## src/verilog/scfg_pkg.sv

```systemverilog
// Shared constants, types and helpers of the switch configuration interface
package scfg_pkg;

  localparam int unsigned CLK_HZ          = 25_000_000;
  localparam int unsigned REG_COUNT       = 142;
  localparam logic [7:0]  REG_LAST        = 8'h8D;
  localparam logic [7:0]  LOAD_COUNT      = 8'h79;
  localparam logic [7:0]  EE_SIGNATURE    = 8'h88;
  localparam logic [7:0]  EE_WORD_START   = 8'h00;
  localparam logic [7:0]  I2C_DEV_RD      = 8'hBF;
  localparam logic [7:0]  I2C_DEV_WR      = 8'hBE;
  localparam logic [7:0]  SPI_CMD_RD      = 8'h03;
  localparam logic [7:0]  SPI_CMD_WR      = 8'h02;
  localparam logic [7:0]  RUN_REG         = 8'h01;
  localparam int unsigned RUN_BIT         = 0;
  localparam int unsigned SPI_MAX_HZ      = 5_000_000;
  localparam int unsigned LOAD_TIME_MS    = 15;
  localparam int unsigned LOAD_LIMIT_CYC  = (CLK_HZ / 1000) * LOAD_TIME_MS;

  typedef enum logic [1:0]
  {
    MODE_I2C_MST = 2'h0,
    MODE_I2C_SLV = 2'h1,
    MODE_SPI_SLV = 2'h2,
    MODE_NONE    = 2'h3
  } scfg_mode_t;

  typedef enum logic [5:0]
  {
    M_IDLE  = 6'h01,
    M_START = 6'h02,
    M_TX    = 6'h04,
    M_RX    = 6'h08,
    M_STOP  = 6'h10,
    M_DONE  = 6'h20
  } scfg_mst_t;

  typedef enum logic [4:0]
  {
    S_IDLE = 5'h01,
    S_ADDR = 5'h02,
    S_REG  = 5'h04,
    S_WR   = 5'h08,
    S_RD   = 5'h10
  } scfg_slv_t;

  typedef struct packed
  {
    logic       en;
    logic [7:0] addr;
    logic [7:0] data;
  } scfg_wr_t;

  function automatic logic [7:0] scfg_next_addr(input logic [7:0] a);
    return (a >= REG_LAST) ? 8'h00 : 8'(a + 8'h01);
  endfunction

endpackage

```

## src/verilog/scfg_top.sv

```systemverilog
// Switch configuration interface: EEPROM loader, I2C slave, SPI slave, register file
module scfg_top
#(
  parameter int unsigned                         SCL_HZ      = 100_000,
  parameter int unsigned                         LOAD_LIMIT  = scfg_pkg::LOAD_LIMIT_CYC,
  parameter logic [7:0]                          EEPROM_ADDR = 8'hA0,
  parameter logic [7:0]                          STRAP_REG   = 8'h00,
  parameter logic [scfg_pkg::REG_COUNT-1:0]      RO_MAP      = '0
)
(
  input  wire logic       sys_clk,
  input  wire logic       rstn,
  input  wire logic [1:0] boot_interface_strap,
  input  wire logic       power_down_n,
  input  wire logic [7:0] strap_config,
  input  wire logic       scl_in,
  output logic            scl_out,
  output logic            scl_oe,
  input  wire logic       sda_in,
  output logic            sda_out,
  output logic            sda_oe,
  input  wire logic       spi_select_n,
  input  wire logic       spi_serial_clock,
  input  wire logic       spi_serial_in,
  output logic            spi_serial_out,
  output logic            spi_serial_out_oe,
  input  wire logic [7:0] cfg_rd_addr,
  output logic [7:0]      cfg_rd_data,
  output logic            switch_run,
  output logic            load_busy,
  output logic            load_ok
);
  import scfg_pkg::*;

  localparam int unsigned QTR = CLK_HZ / (4 * SCL_HZ);
  localparam int unsigned DW  = $clog2(QTR);
  localparam int unsigned TW  = $clog2(LOAD_LIMIT + 1);

  if (QTR < 2 || LOAD_LIMIT < 2 || CLK_HZ < 4 * SPI_MAX_HZ)
    $error("scfg_top: clock too slow for serial rates");

  logic [7:0]  regs_q [REG_COUNT];
  scfg_mode_t  mode_q;
  logic        mode_ok_q;
  logic        is_mst;
  logic        is_i2cs;
  logic        is_spi;

  // Straps caught after release once power-down is high; until then everything is held off
  always_ff @(posedge sys_clk or negedge rstn)
  begin
    if (!rstn)
    begin
      mode_q    <= MODE_NONE;
      mode_ok_q <= 1'b0;
    end
    else if (!mode_ok_q && power_down_n)
    begin
      mode_q    <= scfg_mode_t'(boot_interface_strap);
      mode_ok_q <= 1'b1;
    end
  end

  assign is_mst  = mode_ok_q && mode_q == MODE_I2C_MST;
  assign is_i2cs = mode_ok_q && mode_q == MODE_I2C_SLV;
  assign is_spi  = mode_ok_q && mode_q == MODE_SPI_SLV;

  function automatic logic [7:0] rd_reg(input logic [7:0] a);
    return (a < REG_COUNT) ? regs_q[a] : 8'h00;
  endfunction

  // EEPROM loader, I2C master with quarter-bit ticks
  scfg_mst_t   mst_q;
  logic [1:0]  qtr_q;
  logic [3:0]  mbit_q;
  logic [1:0]  step_q;
  logic [7:0]  idx_q;
  logic [7:0]  msh_q;
  logic        m_scl_low_q;
  logic        m_sda_low_q;
  logic        nack_q;
  logic        ok_q;
  logic [DW-1:0] div_q;
  logic [TW-1:0] tmr_q;
  logic        tick;
  logic        stretch;
  logic        m_wr;
  logic        rx_end;
  logic        rx_end_skip;

  // Slave holding SCL low stalls the divider
  assign stretch = !m_scl_low_q && !scl_in;
  assign tick    = (div_q == DW'(QTR - 1)) && !stretch;
  assign rx_end  = (idx_q == LOAD_COUNT) || (idx_q == 8'h00 && msh_q != EE_SIGNATURE);
  assign m_wr    = tick && mst_q == M_RX && mbit_q == 4'h8 && qtr_q == 2'h0 && !rx_end_skip;

  // Byte zero is the signature and never stored
  assign rx_end_skip = (idx_q == 8'h00);

  always_ff @(posedge sys_clk or negedge rstn)
  begin
    if (!rstn)
      div_q <= '0;
    else if (mst_q == M_IDLE || mst_q == M_DONE || tick)
      div_q <= '0;
    else if (!stretch)
      div_q <= div_q + DW'(1);
  end

  always_ff @(posedge sys_clk or negedge rstn)
  begin
    if (!rstn)
      tmr_q <= '0;
    else if (mst_q != M_IDLE && mst_q != M_DONE && tmr_q != TW'(LOAD_LIMIT - 1))
      tmr_q <= tmr_q + TW'(1);
  end

  always_ff @(posedge sys_clk or negedge rstn)
  begin
    if (!rstn)
    begin
      mst_q       <= M_IDLE;
      qtr_q       <= 2'h0;
      mbit_q      <= 4'h0;
      step_q      <= 2'h0;
      idx_q       <= 8'h00;
      msh_q       <= 8'h00;
      m_scl_low_q <= 1'b0;
      m_sda_low_q <= 1'b0;
      nack_q      <= 1'b0;
      ok_q        <= 1'b0;
    end
    else if (mst_q == M_IDLE)
    begin
      if (is_mst)
        mst_q <= M_START;
    end
    else if (mst_q != M_DONE && mst_q != M_STOP && tmr_q == TW'(LOAD_LIMIT - 1))
    begin
      mst_q <= M_STOP;
      qtr_q <= 2'h0;
    end
    else if (tick)
    begin
      qtr_q <= qtr_q + 2'h1;
      case (mst_q)
        M_START:
        begin
          // Works as first and as repeated start
          case (qtr_q)
            2'h0: m_sda_low_q <= 1'b0;
            2'h1: m_scl_low_q <= 1'b0;
            2'h2: m_sda_low_q <= 1'b1;
            default:
            begin
              m_scl_low_q <= 1'b1;
              mst_q       <= M_TX;
              mbit_q      <= 4'h0;
              msh_q       <= (step_q == 2'h0) ? EEPROM_ADDR : (EEPROM_ADDR | 8'h01);
            end
          endcase
        end
        M_TX:
        begin
          case (qtr_q)
            2'h0:
            begin
              m_scl_low_q <= 1'b1;
              m_sda_low_q <= (mbit_q != 4'h8) && !msh_q[7];
            end
            2'h1: m_scl_low_q <= 1'b0;
            2'h2: nack_q <= (mbit_q == 4'h8) && sda_in;
            default:
            begin
              m_scl_low_q <= 1'b1;
              mbit_q      <= mbit_q + 4'h1;
              msh_q       <= {msh_q[6:0], 1'b0};
              if (mbit_q == 4'h8)
              begin
                mbit_q <= 4'h0;
                // No answer means no EEPROM: defaults stay
                if (nack_q)
                  mst_q <= M_STOP;
                else if (step_q == 2'h0)
                begin
                  step_q <= 2'h1;
                  msh_q  <= EE_WORD_START;
                end
                else if (step_q == 2'h1)
                begin
                  step_q <= 2'h2;
                  mst_q  <= M_START;
                end
                else
                begin
                  mst_q <= M_RX;
                  idx_q <= 8'h00;
                end
              end
            end
          endcase
        end
        M_RX:
        begin
          case (qtr_q)
            2'h0:
            begin
              m_scl_low_q <= 1'b1;
              m_sda_low_q <= (mbit_q == 4'h8) && !rx_end;
              if (mbit_q == 4'h8)
                nack_q <= rx_end;
            end
            2'h1: m_scl_low_q <= 1'b0;
            2'h2:
            begin
              if (mbit_q != 4'h8)
                msh_q <= {msh_q[6:0], sda_in};
            end
            default:
            begin
              m_scl_low_q <= 1'b1;
              mbit_q      <= mbit_q + 4'h1;
              if (mbit_q == 4'h8)
              begin
                mbit_q <= 4'h0;
                idx_q  <= idx_q + 8'h01;
                if (nack_q)
                begin
                  mst_q <= M_STOP;
                  ok_q  <= (idx_q == LOAD_COUNT);
                end
              end
            end
          endcase
        end
        M_STOP:
        begin
          case (qtr_q)
            2'h0:
            begin
              m_scl_low_q <= 1'b1;
              m_sda_low_q <= 1'b1;
            end
            2'h1: m_scl_low_q <= 1'b0;
            2'h2: m_sda_low_q <= 1'b0;
            default: mst_q <= M_DONE;
          endcase
        end
        default: mst_q <= mst_q;
      endcase
    end
  end

  // I2C slave, EEPROM-like register addressing
  scfg_slv_t  sst_q;
  logic [3:0] sbit_q;
  logic [7:0] ssh_q;
  logic [7:0] saddr_q;
  logic       srd_q;
  logic       s_sda_low_q;
  logic       scl_prev_q;
  logic       sda_prev_q;
  logic       s_rise;
  logic       s_fall;
  logic       s_start;
  logic       s_stop;
  logic       s_wr;

  assign s_rise  = scl_in && !scl_prev_q;
  assign s_fall  = !scl_in && scl_prev_q;
  assign s_start = scl_in && scl_prev_q && sda_prev_q && !sda_in;
  assign s_stop  = scl_in && scl_prev_q && !sda_prev_q && sda_in;
  assign s_wr    = is_i2cs && s_fall && !s_start && !s_stop && sbit_q == 4'h8 && sst_q == S_WR;

  always_ff @(posedge sys_clk or negedge rstn)
  begin
    if (!rstn)
    begin
      scl_prev_q <= 1'b1;
      sda_prev_q <= 1'b1;
    end
    else
    begin
      scl_prev_q <= scl_in;
      sda_prev_q <= sda_in;
    end
  end

  always_ff @(posedge sys_clk or negedge rstn)
  begin
    if (!rstn)
    begin
      sst_q       <= S_IDLE;
      sbit_q      <= 4'h0;
      ssh_q       <= 8'h00;
      saddr_q     <= 8'h00;
      srd_q       <= 1'b0;
      s_sda_low_q <= 1'b0;
    end
    else if (!is_i2cs || s_stop)
    begin
      sst_q       <= S_IDLE;
      s_sda_low_q <= 1'b0;
    end
    else if (s_start)
    begin
      sst_q       <= S_ADDR;
      sbit_q      <= 4'h0;
      s_sda_low_q <= 1'b0;
    end
    else if (s_rise && sst_q != S_IDLE)
    begin
      if (sbit_q == 4'h8)
      begin
        sbit_q <= 4'h0;
        case (sst_q)
          S_ADDR:
          begin
            sst_q <= srd_q ? S_RD : S_REG;
            if (srd_q)
              ssh_q <= rd_reg(saddr_q);
          end
          S_REG: sst_q <= S_WR;
          S_RD:
          begin
            // Master NACK ends the read
            if (sda_in)
              sst_q <= S_IDLE;
            else
            begin
              saddr_q <= scfg_next_addr(saddr_q);
              ssh_q   <= rd_reg(scfg_next_addr(saddr_q));
            end
          end
          default: sst_q <= sst_q;
        endcase
      end
      else
      begin
        sbit_q <= sbit_q + 4'h1;
        if (sst_q != S_RD)
          ssh_q <= {ssh_q[6:0], sda_in};
      end
    end
    else if (s_fall && sst_q != S_IDLE)
    begin
      if (sbit_q == 4'h8)
      begin
        s_sda_low_q <= (sst_q != S_RD);
        case (sst_q)
          S_ADDR:
          begin
            srd_q <= (ssh_q == I2C_DEV_RD);
            if (ssh_q != I2C_DEV_RD && ssh_q != I2C_DEV_WR)
            begin
              sst_q       <= S_IDLE;
              s_sda_low_q <= 1'b0;
            end
          end
          S_REG: saddr_q <= ssh_q;
          S_WR: saddr_q <= scfg_next_addr(saddr_q);
          default: sst_q <= sst_q;
        endcase
      end
      else
        s_sda_low_q <= (sst_q == S_RD) && !ssh_q[3'(4'h7 - sbit_q)];
    end
  end

  // SPI slave
  scfg_wr_t   spi_wr;
  logic [7:0] spi_addr;
  logic [7:0] spi_rd;

  // Function reads the array, so a process keeps it fresh
  always_comb
  begin
    spi_rd = rd_reg(spi_addr);
  end

  scfg_spi_slave scfg_spi_slave_inst
  (
    .sys_clk           (sys_clk),
    .rstn              (rstn),
    .enable            (is_spi),
    .spi_select_n      (spi_select_n),
    .spi_serial_clock  (spi_serial_clock),
    .spi_serial_in     (spi_serial_in),
    .rd_data           (spi_rd),
    .rd_addr           (spi_addr),
    .wr                (spi_wr),
    .spi_serial_out    (spi_serial_out),
    .spi_serial_out_oe (spi_serial_out_oe)
  );

  // Register file, one write port; modes never overlap
  logic       w_en;
  logic [7:0] w_addr;
  logic [7:0] w_data;

  always_comb
  begin
    w_en   = 1'b0;
    w_addr = 8'h00;
    w_data = 8'h00;
    if (m_wr)
    begin
      w_en   = 1'b1;
      w_addr = 8'(idx_q - 8'h01);
      w_data = msh_q;
    end
    else if (s_wr)
    begin
      w_en   = 1'b1;
      w_addr = saddr_q;
      w_data = ssh_q;
    end
    else if (spi_wr.en)
    begin
      w_en   = 1'b1;
      w_addr = spi_wr.addr;
      w_data = spi_wr.data;
    end
  end

  always_ff @(posedge sys_clk or negedge rstn)
  begin
    if (!rstn)
    begin
      for (int i = 0; i < REG_COUNT; i++)
        regs_q[i] <= 8'h00;
    end
    else
    begin
      if (!mode_ok_q && power_down_n)
        regs_q[STRAP_REG] <= strap_config;
      // Writes allowed at any time, also after start
      if (w_en && w_addr < REG_COUNT && !RO_MAP[w_addr])
      begin
        if (w_addr == RUN_REG)
        begin
          regs_q[RUN_REG]          <= w_data;
          regs_q[RUN_REG][RUN_BIT] <= w_data[RUN_BIT] | regs_q[RUN_REG][RUN_BIT];
        end
        else
          regs_q[w_addr] <= w_data;
      end
    end
  end

  // Status and host read-out
  always_ff @(posedge sys_clk or negedge rstn)
  begin
    if (!rstn)
    begin
      cfg_rd_data <= 8'h00;
      switch_run  <= 1'b0;
      load_busy   <= 1'b0;
      load_ok     <= 1'b0;
    end
    else
    begin
      cfg_rd_data <= rd_reg(cfg_rd_addr);
      load_busy   <= is_mst && mst_q != M_DONE;
      load_ok     <= ok_q && mst_q == M_DONE;
      if (is_mst)
        switch_run <= (mst_q == M_DONE);
      else if (is_i2cs || is_spi)
        switch_run <= regs_q[RUN_REG][RUN_BIT];
      else
        switch_run <= mode_ok_q;
    end
  end

  assign scl_out = 1'b0;
  assign sda_out = 1'b0;
  assign scl_oe  = m_scl_low_q;
  assign sda_oe  = m_sda_low_q || s_sda_low_q;

endmodule

```

## src/verilog/scfg_spi_slave.sv

```systemverilog
// SPI slave: command, register address and auto-incrementing data bytes
module scfg_spi_slave
(
  input  wire logic             sys_clk,
  input  wire logic             rstn,
  input  wire logic             enable,
  input  wire logic             spi_select_n,
  input  wire logic             spi_serial_clock,
  input  wire logic             spi_serial_in,
  input  wire logic [7:0]       rd_data,
  output logic [7:0]            rd_addr,
  output scfg_pkg::scfg_wr_t    wr,
  output logic                  spi_serial_out,
  output logic                  spi_serial_out_oe
);
  import scfg_pkg::*;

  logic       sck_q;
  logic [2:0] bit_q;
  logic [1:0] byte_q;
  logic [7:0] ish_q;
  logic [7:0] osh_q;
  logic [7:0] addr_q;
  logic       is_rd_q;
  logic       is_wr_q;
  logic       so_q;
  scfg_wr_t   wr_q;
  logic       rise;
  logic       fall;
  logic [7:0] byte_in;

  assign rise    = spi_serial_clock && !sck_q;
  assign fall    = !spi_serial_clock && sck_q;
  assign byte_in = {ish_q[6:0], spi_serial_in};

  always_ff @(posedge sys_clk or negedge rstn)
  begin
    if (!rstn)
      sck_q <= 1'b0;
    else
      sck_q <= spi_serial_clock;
  end

  // Input sampled on rising serial clock, byte framing
  always_ff @(posedge sys_clk or negedge rstn)
  begin
    if (!rstn)
    begin
      bit_q   <= 3'h0;
      byte_q  <= 2'h0;
      ish_q   <= 8'h00;
      addr_q  <= 8'h00;
      is_rd_q <= 1'b0;
      is_wr_q <= 1'b0;
      wr_q    <= '0;
    end
    else if (!enable || spi_select_n)
    begin
      bit_q   <= 3'h0;
      byte_q  <= 2'h0;
      is_rd_q <= 1'b0;
      is_wr_q <= 1'b0;
      wr_q.en <= 1'b0;
    end
    else
    begin
      wr_q.en <= 1'b0;
      if (rise)
      begin
        ish_q <= byte_in;
        bit_q <= bit_q + 3'h1;
        if (bit_q == 3'h7)
        begin
          case (byte_q)
            2'h0:
            begin
              is_rd_q <= (byte_in == SPI_CMD_RD);
              is_wr_q <= (byte_in == SPI_CMD_WR);
              byte_q  <= 2'h1;
            end
            2'h1:
            begin
              addr_q <= byte_in;
              byte_q <= 2'h2;
            end
            default:
            begin
              if (is_wr_q)
                wr_q <= '{en: 1'b1, addr: addr_q, data: byte_in};
              // Wraps past the last register
              if (is_rd_q || is_wr_q)
                addr_q <= scfg_next_addr(addr_q);
            end
          endcase
        end
      end
    end
  end

  // Read data launched on falling serial clock
  always_ff @(posedge sys_clk or negedge rstn)
  begin
    if (!rstn)
    begin
      so_q  <= 1'b0;
      osh_q <= 8'h00;
    end
    else if (enable && !spi_select_n && fall && is_rd_q && byte_q == 2'h2)
    begin
      if (bit_q == 3'h0)
      begin
        so_q  <= rd_data[7];
        osh_q <= {rd_data[6:0], 1'b0};
      end
      else
      begin
        so_q  <= osh_q[7];
        osh_q <= {osh_q[6:0], 1'b0};
      end
    end
  end

  assign rd_addr           = addr_q;
  assign wr                = wr_q;
  assign spi_serial_out    = so_q;
  assign spi_serial_out_oe = enable && !spi_select_n;

endmodule

```

## config.mk

```make
export PLATFORM = sky130hd
export DESIGN_NAME = scfg_top
export DESIGN_NICKNAME = d
export VERILOG_FILES = /design/src/verilog/scfg_pkg.sv /design/src/verilog/scfg_top.sv /design/src/verilog/scfg_spi_slave.sv
export SDC_FILE = /design/constraint.sdc
export NUM_CORES = 2
export LEC_CHECK = 0
export BUFFER_PORTS_ARGS = -buffer_cell sky130_fd_sc_hd__buf_2
export CORE_AREA = 4 4 474 429
export CTS_BUF_LIST = sky130_fd_sc_hd__clkbuf_2 sky130_fd_sc_hd__clkbuf_4 sky130_fd_sc_hd__clkbuf_8
export DETAILED_ROUTE_END_ITERATION = 8
export DIE_AREA = 0 0 478 433
export PLACE_DENSITY = 0.58
export SLEW_MARGIN = 40
export SYNTH_ARGS = -nofsm -noshare
export SYNTH_HDL_FRONTEND = slang
export SYNTH_HIERARCHICAL = 1
export SYNTH_SLANG_ARGS = --single-unit
```

## constraint.sdc

```tcl
create_clock -name sys_clk -period 4.55 [get_ports sys_clk]
set_clock_uncertainty 0.1 [all_clocks]
set_input_delay 0.2275 -clock sys_clk [delete_from_list [all_inputs] [get_ports sys_clk]]
set_output_delay 0.2275 -clock sys_clk [all_outputs]
set_load 0.1 [all_outputs]
```

==> flow_summary.json <==
{
  "antenna_found_initial": 50,
  "fill_cells": 17100,
  "slew_headroom_pct": 30.3,
  "place.gp.congestion": 1.08,
  "cts_buffers": 227,
  "fin_crit_ps": 4670,
  "drc": 0,
  "cts-root-buf": "clkbuf_8",
  "die_area_sq_mm": 0.207,
  "leakage_nw": 46.0,
  "setup_viol": 4,
  "grt-ovfl-total": 0,
  "ys_top_cells_by_area": "dfrtp_1, mux4_2, mux2_2",
  "synth_edf_count": 0,
  "synth_area_sq_mm": 0.0889,
  "cts_tree": "done",
  "instances_no_fill": 10500,
  "hold_slack_ps": 135,
  "hold_viol_final": 0,
  "netlist_top_cells_count": "dfrtp_1, mux2_2, mux4_2, mux2i_1, nand2_1",
  "placed_area_sq_mm": 0.0971,
  "grt_pass1_vias": 75000,
  "cts.clk_slew.worst_paths_ps": 60,
  "ys_seq_area_share_pct": 36.2,
  "hold_class": "in2reg",
  "synth_cells": 7247,
  "dp_hpwl_um": 304000,
  "tightestPinTransition_ps": 1050,
  "setup_tns_ps": -202,
  "yosysTopAreaCellShare_pct": 36.0,
  "async_flop_share_pct": 100,
  "required_ps": 5370,
  "clkPwrFrac_pct": 49.0,
  "yosysUniqueCellTypes": 96,
  "drive_above_1_share_pct": 43.5,
  "wl_per_cell_um": 42.5,
  "area_growth_syn_to_layout_pct": 16.0,
  "synth-main-ff-cell": "dfrtp_1",
  "path_class": "reg2reg",
  "detail-route-antenna-nets": 0,
  "start_util_pct": 44.9,
  "utilization_pct": 52.1,
  "synth.most_common_cell": "dfrtp_1",
  "via_count": 79000,
  "violations": "setup timing",
  "viasPerCell": 7.54,
  "ir_drop_uv": 298,
  "pre_cts_slack_ps": -202,
  "drt-pass1-iter-count": 7,
  "critPathArrivalTime_ps": 5490,
  "yosys_warnings": 6,
  "ctsHtreeMaxLevel": 4,
  "coreArea_sq_mm": 0.198,
  "drtIter0Drc": 14200,
  "switching_power_mw": 6.78,
  "fin_ws_ps": -120,
  "fp-row-count": 155,
  "final_max_slew_viol_count": 0,
  "die_width_um": 478,
  "cts_sinks": 1286,
  "ios": 43,
  "startpoint_type": "flop",
  "avgSynthCellArea_sq_um": 12.3,
  "io_buffer_count": 40,
  "maxClockFrequency_ghz": 0.214,
  "grt_setup_unrepaired": "false",
  "cp-end-kind": "flop",
  "chipHeight_um": 433,
  "cts_buffer_depth": 3,
  "grt_pass1_wl_um": 614000,
  "seqPwrFrac_pct": 45.0,
  "final_design_area_no_fill_sq_mm": 0.103,
  "dp.cells": 9967,
  "cap_viol_max_count": 0,
  "grt.total_usage_pct": 42.2,
  "finalPower_mw": 25.7,
  "cellPowerDensity_mw_per_mm2": 249,
  "min_period_over_period_pct": 103,
  "p_int_mw": 18.9,
  "grt_start_max_net_pins": 146,
  "ys_ff_latch": 1286,
  "insertion_delay_ps": 1070,
  "routed_wl_um": 446000,
  "status": "finished, violations left",
  "p_comb_share_pct": 6.0,
  "synth_top_cell_by_area": "dfrtp_1",
  "fin_nets": 7627,
  "switching_share_pct": 26.4,
  "cp_max_fo": 100
}
per-layer routing:
| layer | vias up | share of wire (%) | GRT usage, % |
|---|---|---|---|
| met5 | - | 0.086 | 0.957 |
| met4 | 38 | 7.8 | 26.6 |
| met3 | 1806 | 16 | 21.8 |
| met2 | 7177 | 40 | 56.4 |
| met1 | 40500 | 36 | 53.4 |
| li1 | 29500 | - | - |
layout by cell type (no fill, tap or decap), types with 36 or more instances in the layout:
cell type and n:
nor2_2 36, o22ai_1 129, dfrtp_1 1270, a21oi_1 218
dlygate4sd3_1 42, o221ai_1 80, mux2i_1 575, buf_12 130
a221oi_1 111, mux2_2 1178, nand3_1 119, nor3_1 85
o21ai_0 283, inv_1 40, a31oi_1 66, nand2_1 442
mux4_2 832, diode_2 46, clkbuf_8 295, nor2_1 222
clkbuf_4 65, buf_4 568, a211oi_1 125, and3_1 45
cell type report:
class / count / area (sq um) / area share [%]
clock inverter: 58 / 677 / 0.657
inverter: 44 / 175 / 0.170
tap: 2669 / 3340 / 3.24
clock buffer: 359 / 4540 / 4.40
timing repair buffer: 791 / 7730 / 7.50
sequential: 1286 / 32200 / 31.3
antenna: 46 / 115 / 0.112
multi-input combinational: 5227 / 54300 / 52.7
cells by family (layout without fill, tap and decap cells):
logic type / after synthesis / in the layout / synth area share [%]
other: 1 / 48 / 0.00422
XOR/XNOR: 42 / 42 / 0.414
buffers and inverters: 735 / 1252 / 3.35
AND/OR/NAND/NOR: 1192 / 1192 / 6.44
flip-flops: 1286 / 1286 / 36.2
adder cells (fa/ha/maj): 24 / 24 / 0.338
AO/OA/AOI/OAI: 1342 / 1342 / 10.1
multiplexers: 2625 / 2625 / 43.1
power groups by stage:
| stage | clock network, mW | logic, mW | registers, mW |
|---|---|---|---|
| 4_1_cts | 12.7 | 1.47 | 11.6 |
| 3_5_place_dp | 0 | 1.43 | 11.8 |
| 2_1_floorplan | 0 | 0.583 | 11.8 |
| 6_report | 12.6 | 1.53 | 11.6 |
| 3_3_place_gp | 0 | 1.42 | 11.8 |
| 5_1_grt | 13.2 | 1.56 | 11.6 |
critical path, cell delays in order (launching register included):
cell      delay, ps
dfrtp_4         460
buf_12          570
buf_4           510
mux4_2          370
a22o_1          250
a221oi_1        500
o22ai_1         410
o31ai_1         710
nand4_1         170
a41oi_1         210
a21oi_1          90
repair_timing:
action | 4_1_cts | 5_1_grt
hold buffers | 43 | 0
endpoints found under the setup margin | 5 | 68
gates resized for setup | 6 | 9
setup buffers | 2 | 0
hold endpoints to repair | 1277 | 0
gates cloned | 0 | 0
pin swaps | 1 | 0
path summary, 6_finish.rpt:
| path | startpoint | end | slack [ps] | depth (start not counted) |
|---|---|---|---|---|
| max | saddr_q[1] | ssh_q[2] | -120 | 10 |
| max in group asynchronous | rstn | mst_q[0] | 3010 | 5 |
| min reg2reg | tmr_q[16] | tmr_q[16] | 370 | 1 |
| min | sda_in | nack_q | 140 | 4 |
| max reg2reg | saddr_q[1] | ssh_q[2] | -120 | 10 |
| min in group asynchronous | rstn | asynchronous set/reset pin | 470 | 4 |
No activity file was read; power rests on OpenSTA's default activity.
